[config.mk]
export PLATFORM = sky130hd
export DESIGN_NAME = keypad_flags
export DESIGN_NICKNAME = d
export VERILOG_FILES = /design/src/keypad_flags_pkg.sv /design/src/keypad_flags.sv
export SDC_FILE = /design/constraint.sdc
export NUM_CORES = 1
export LEC_CHECK = 0
export BUFFER_PORTS_ARGS = -buffer_cell sky130_fd_sc_hd__buf_4
export CAP_MARGIN = 20
export CORE_MARGIN = 1.5
export CORE_UTILIZATION = 37
export CTS_CLUSTER_DIAMETER = 40
export DETAILED_ROUTE_END_ITERATION = 8
export HOLD_SLACK_MARGIN = 0.1
export MAX_ROUTING_LAYER = met4
export SETUP_SLACK_MARGIN = 0.15
export SLEW_MARGIN = 5
export SYNTH_ARGS = -nofsm -noshare
export SYNTH_HDL_FRONTEND = slang
export SYNTH_SLANG_ARGS = --single-unit
[constraint.sdc]
create_clock -name sys_clk -period 2 [get_ports sys_clk]
set_clock_uncertainty 0.1 [all_clocks]
set_input_delay 0.4 -clock sys_clk [delete_from_list [all_inputs] [get_ports sys_clk]]
set_output_delay 0.4 -clock sys_clk [all_outputs]
set_load 0.05 [all_outputs]
[src/keypad_flags_pkg.sv]
// constants for the keypad row polarity and event flag bank
// assumes a plain strobe register port with 32-bit data
package keypad_flags_pkg;
    localparam logic [7:0] row_polarity_off = 8'h08;
    localparam logic [7:0] event_flags_off = 8'h0C;
    localparam logic [7:0] irq_enable_off = 8'h10;
    localparam logic [7:0] irq_clear_off = 8'h14;
    localparam logic [7:0] event_in_off = 8'h18;
    localparam int polarity_lsb = 16;
    localparam int row_count = 8;
    localparam int flag_count = 4;
    localparam int flag_manual_key = 0;
    localparam int flag_activity_scan = 1;
    localparam int flag_soft_scan = 2;
    localparam int flag_direct_input = 3;
    localparam logic [7:0] polarity_reset = 8'h00;
    localparam logic [3:0] flags_reset = 4'h0;
    localparam logic [3:0] enable_reset = 4'h0;
endpackage : keypad_flags_pkg

[src/keypad_flags.sv]
// keypad row polarity register and sticky event flags with interrupt
// assumes scan engine pulses on the same clock; rows are raw pins
//
// How it works
// - eight polarity bits; a one makes that row active low
// - direct input detection sets status bit 3
// - flags stay set until software writes one to that bit
// - completed software-started matrix scan sets status bit 2
// - debounced activity-triggered scan sets status bit 1
// - key press during manual scan sets status bit 0
// - set flags are the interrupt sources
// - direct input enable gates the direct input interrupt request
//
// Added by the designer: the strobed register port.
`timescale 1ns/1ps
module keypad_flags (
    // clock and reset
    input wire logic sys_clk,
    input wire logic rst_n,
    // register port
    input wire logic [7:0] reg_addr,
    input wire logic [31:0] reg_wdata,
    input wire logic reg_wr,
    input wire logic reg_rd,
    output logic [31:0] reg_rdata,
    // events from the scan engine, one-cycle pulses
    input wire logic direct_input_hit,
    input wire logic soft_scan_done,
    input wire logic activity_scan_done,
    input wire logic manual_key_hit,
    // keypad row pins and their polarity-corrected view
    input wire logic [7:0] row_pins,
    output logic [7:0] row_active,
    // interrupt
    output logic irq
);
    typedef struct packed {
        logic [7:0] polarity;
        logic [3:0] flags;
        logic [3:0] enable;
        logic [7:0] row_meta;
        logic [7:0] row_sync;
        logic [7:0] row_active;
        logic [31:0] rdata;
        logic irq;
    } state_t;

    state_t s_q;
    state_t s_d;
    logic [3:0] events;
    logic [3:0] clear_mask;

    assign events = {direct_input_hit, soft_scan_done, activity_scan_done, manual_key_hit};

    always_comb begin
        s_d = s_q;
        clear_mask = 4'h0;
        // pins cross two flops before anything looks at them
        s_d.row_meta = row_pins;
        s_d.row_sync = s_q.row_meta;
        s_d.row_active = s_q.row_sync ^ s_q.polarity;
        if (reg_wr) begin
            unique case (reg_addr)
                keypad_flags_pkg::row_polarity_off: begin
                    s_d.polarity = reg_wdata[keypad_flags_pkg::polarity_lsb +: 8];
                end
                keypad_flags_pkg::event_flags_off,
                keypad_flags_pkg::irq_clear_off: begin
                    clear_mask = reg_wdata[3:0];
                end
                keypad_flags_pkg::irq_enable_off: begin
                    s_d.enable = reg_wdata[3:0];
                end
                default: begin
                end
            endcase
        end
        // set after clear so a same-cycle event survives
        s_d.flags = (s_q.flags & ~clear_mask) | events;
        // enabled flags drive the one interrupt line
        s_d.irq = |(s_d.flags & s_d.enable);
        s_d.rdata = 32'h0000_0000;
        if (reg_rd) begin
            unique case (reg_addr)
                keypad_flags_pkg::row_polarity_off: begin
                    s_d.rdata[keypad_flags_pkg::polarity_lsb +: 8] = s_q.polarity;
                end
                keypad_flags_pkg::event_flags_off: begin
                    s_d.rdata[3:0] = s_q.flags;
                end
                keypad_flags_pkg::irq_enable_off: begin
                    s_d.rdata[3:0] = s_q.enable;
                end
                keypad_flags_pkg::event_in_off: begin
                    s_d.rdata[7:0] = s_q.row_active;
                end
                default: begin
                end
            endcase
        end
    end

    always_ff @(posedge sys_clk) begin
        if (!rst_n) begin
            s_q <= '0;
            s_q.polarity <= keypad_flags_pkg::polarity_reset;
            s_q.flags <= keypad_flags_pkg::flags_reset;
            s_q.enable <= keypad_flags_pkg::enable_reset;
        end else begin
            s_q <= s_d;
        end
    end

    assign reg_rdata = s_q.rdata;
    assign row_active = s_q.row_active;
    assign irq = s_q.irq;

    // every flag, not only bit 0, holds until a write of one reaches it
    for (genvar f = 0; f < keypad_flags_pkg::flag_count; f++) begin : g_flag_held

    end
endmodule : keypad_flags

==> metrics.txt <==
result of the run finished, final reports clean; vias in the first global route 1521; # resized after CTS 0; fin area 0.00287 mm2; final net count 329; total wire length after detailed routing 4.28 mm; power spent charging and discharging nets 557 uW; Synth top area share 0.486; number of buffers inserted during clock tree synthesis 9; largest net degree at the start of global routing 24; final core area utilization 0.476; Critical Path RT 2.10 ns; vias after detailed routing 1546; distinct cell type count of the synthesized netlist 33; Int Power 1730 uW; sort of element at the start of the critical path input pin; total standard cell area after synthesis 0.00235 mm2; count of input and output buffers 60; top cells by count, synth dfxtp_1, buf_4, and2_1; share of synthesized area occupied by flip-flops and latches 0.486; number of cell rows 28; post-detailed-route DRC marker count 0; count of flip-flops with a built-in enable after synthesis 0; highest fanout seen on the critical path 4; TritonRoute pass-1 iters 4; worst-case headroom to the max-slew limit 0.619; category of the worst setup path capture point register; insertion delay of the later-clocked pin in the worst-skew pair 0.32 ns; number of synthesized register bits 57; number of levels the H-tree was split into 3; Synth async-reset ratio 0; Mapped Avg Cell Area 10.5 um2; routability congestion estimate 0.892; post-synthesis cell type with the largest combined area dfxtp_1; sequential cell fraction of total power 0.514; hold-fix buffer count after cts 0; half-perimeter wire length after placement 3.20 mm; flip-flop cell with the highest count after synthesis dfxtp_1; unrepaired setup endpoints after global routing false; maximum vdd ir drop 0.474 mV; part of the power in combinational logic 0.102; portion of netlist area occupied by mux cells 0.0341; hold crit path type input pin to register; antenna diode instance count 0; area share of xor/xnor cells in the synthesized design 0.0336; register-to-register setup slack 0.77 ns; fraction of power consumed by the clock network 0.384; starting density of the core 0.390; clock tree from TritonCTS done; relative area change from synthesis to final layout 22.1%; number of violations of the max-capacitance limit 0; Pwr Density 797 mW/mm2; number of cells in the design after placement 337; hold violation total from the final report 0; Pins Over Slew Limit 0; cell leakage power 0.00133 uW; overall die width 82.7 um; clock-pin slew of the registers on the worst-case setup and hold paths 0.06 ns; final worst-path cycle share 0.886; number of sinks on the clock net 57; crit path time final 1.77 ns; setup violation total in the final timing report 0; setup repair bufs after CTS 0; number of antenna violations at the first check in global routing 0; number of top-level pins 97; global-route usage over all layers 0.147; largest cells by area after synthesis dfxtp_1, buf_4, and2_1; cell area after placement 0.00270 mm2; global-route wire length before repair 7.06 mm; First DRT Iteration DRCs 64; Tightest Pin Transition 0.563 ns; Die ar. 0.00683 mm2; number of antenna-violating nets in the routed design 0; average routed wire per standard cell 12.1 um; Die Y 82.7 um; gate count after technology mapping 224; clk root buf clkbuf_8; maximum buffer depth of the clock tree 2; startpoint-to-endpoint class of the critical path input pin to register; fmax 0.564 GHz; Compound-Gate Fraction of Synth Area 0.102; Core Area 0.00603 mm2; leading cell type by number of instances after synthesis dfxtp_1; dominant combinational cell family by area after synthesis simple AND/OR/NAND/NOR gates; fraction of layout instances using a drive strength above 1 0.325; area share of fa/ha/maj cells after synthesis 0; Ys Warns 0; GRT overflow 0; net switching share of the total power 0.244; Avg Vias per Cell 4.39; Data arrival, critical path 1.87 ns; non-filler instance count after layout 352; post-synthesis simple-gate area fraction 0.196
-- final timing paths --
| check | start | endpoint | cells after the start |
|---|---|---|---|
| worst max-delay path | reg_addr[5] | irq | 5 |
| worst min-delay path | row_pins[6] | s_d[47] | 2 |
| worst max register to register | s_q[63] | irq | 4 |
| worst min register to register | s_d[43] | s_q[43] | 1 |
-- logic make-up after synthesis --
kind of cell,after synthesis
buffers and inverters,50
and+or+nand+nor,69
AOI/OAI and AO/OA,30
DFF,57
muxes,8
xor gates and xnor gates,9
other,1
-- layout by cell type, fill, tap and decap left out --
master and count:
nor2b_1 8, and4_1 2, nor3_1 3, o31ai_2 3, o311ai_1 1, or4b_4 1
nand4b_1 2, and2_1 36, nor3b_1 1, o21a_1 4, inv_1 4, nor2_1 1
and2b_2 1, clkinv_2 2, buf_4 68, dfxtp_1 57, conb_1 16, clkbuf_1 2
a2bb2oi_1 4, a22oi_1 4, clkinvlp_4 1, a41oi_1 4, or2b_2 1, buf_12 1
o41a_1 1, nor4b_4 1, a21oi_1 4, clkbuf_8 10, xor2_1 9, a21boi_0 4
mux2i_1 8, and3_1 2, nand2_1 5, nand4_1 4, or3_4 1, o31ai_1 1
-- per-stage QoR --
step | power, uW | TNS, ns | setup slack [ns] | hold slack, ns
6_report | 2280 | 0 | 0.228 | 0.185
5_1_grt | 2400 | 0 | 0.162 | 0.170
4_1_cts | 2320 | 0 | 0.205 | 0.167
3_5_place_dp | 1430 | -0.120 | -0.120 | 0.319
3_3_place_gp | 1430 | -0.136 | -0.136 | 0.315
2_1_floorplan | 1360 | 0 | 0.145 | 0.312
-- power by group through the flow --
| stage | clock network [uW] | registers, uW | logic (uW) |
|---|---|---|---|
| finish | 877 | 1170 | 234 |
| floorplan | 0 | 1190 | 172 |
| detailed placement | 0 | 1200 | 234 |
| CTS | 916 | 1170 | 234 |
| global placement | 0 | 1200 | 233 |
| global route | 973 | 1170 | 253 |
-- area by class of cell --
type | instances | area (um2)
Fill cell | 598 | 3160
Sequential cell | 57 | 1140
Multi-Input combinational cell | 132 | 923
Inverter | 4 | 15.0
Timing Repair Buffer | 69 | 531
Clock inverter | 3 | 17.5
Tap cell | 75 | 93.8
Clock buffer | 12 | 145
-- flip-flops by register name, indices dropped and copies added (netlist names) --
name        cells
s_q            24
reg_rdata      16
irq             1
row_active      8
s_d             8
-- per-layer routing --
metal | vias up | global-route usage | part of all wire
li1 | 799 | - | -
met1 | 684 | 0.182 | 0.46
met2 | 59 | 0.209 | 0.44
met3 | 4 | 0.0626 | 0.082
met4 | 0 | 0.0600 | 0.011
met5 | - | - | 0
-- critical path, stage by stage --
cell	delay, ns
buf_4	0.13
or4b_4	0.58
o31ai_1	0.34
a2bb2oi_1	0.11
o41a_1	0.32
Power figures use the tool's default switching activity.
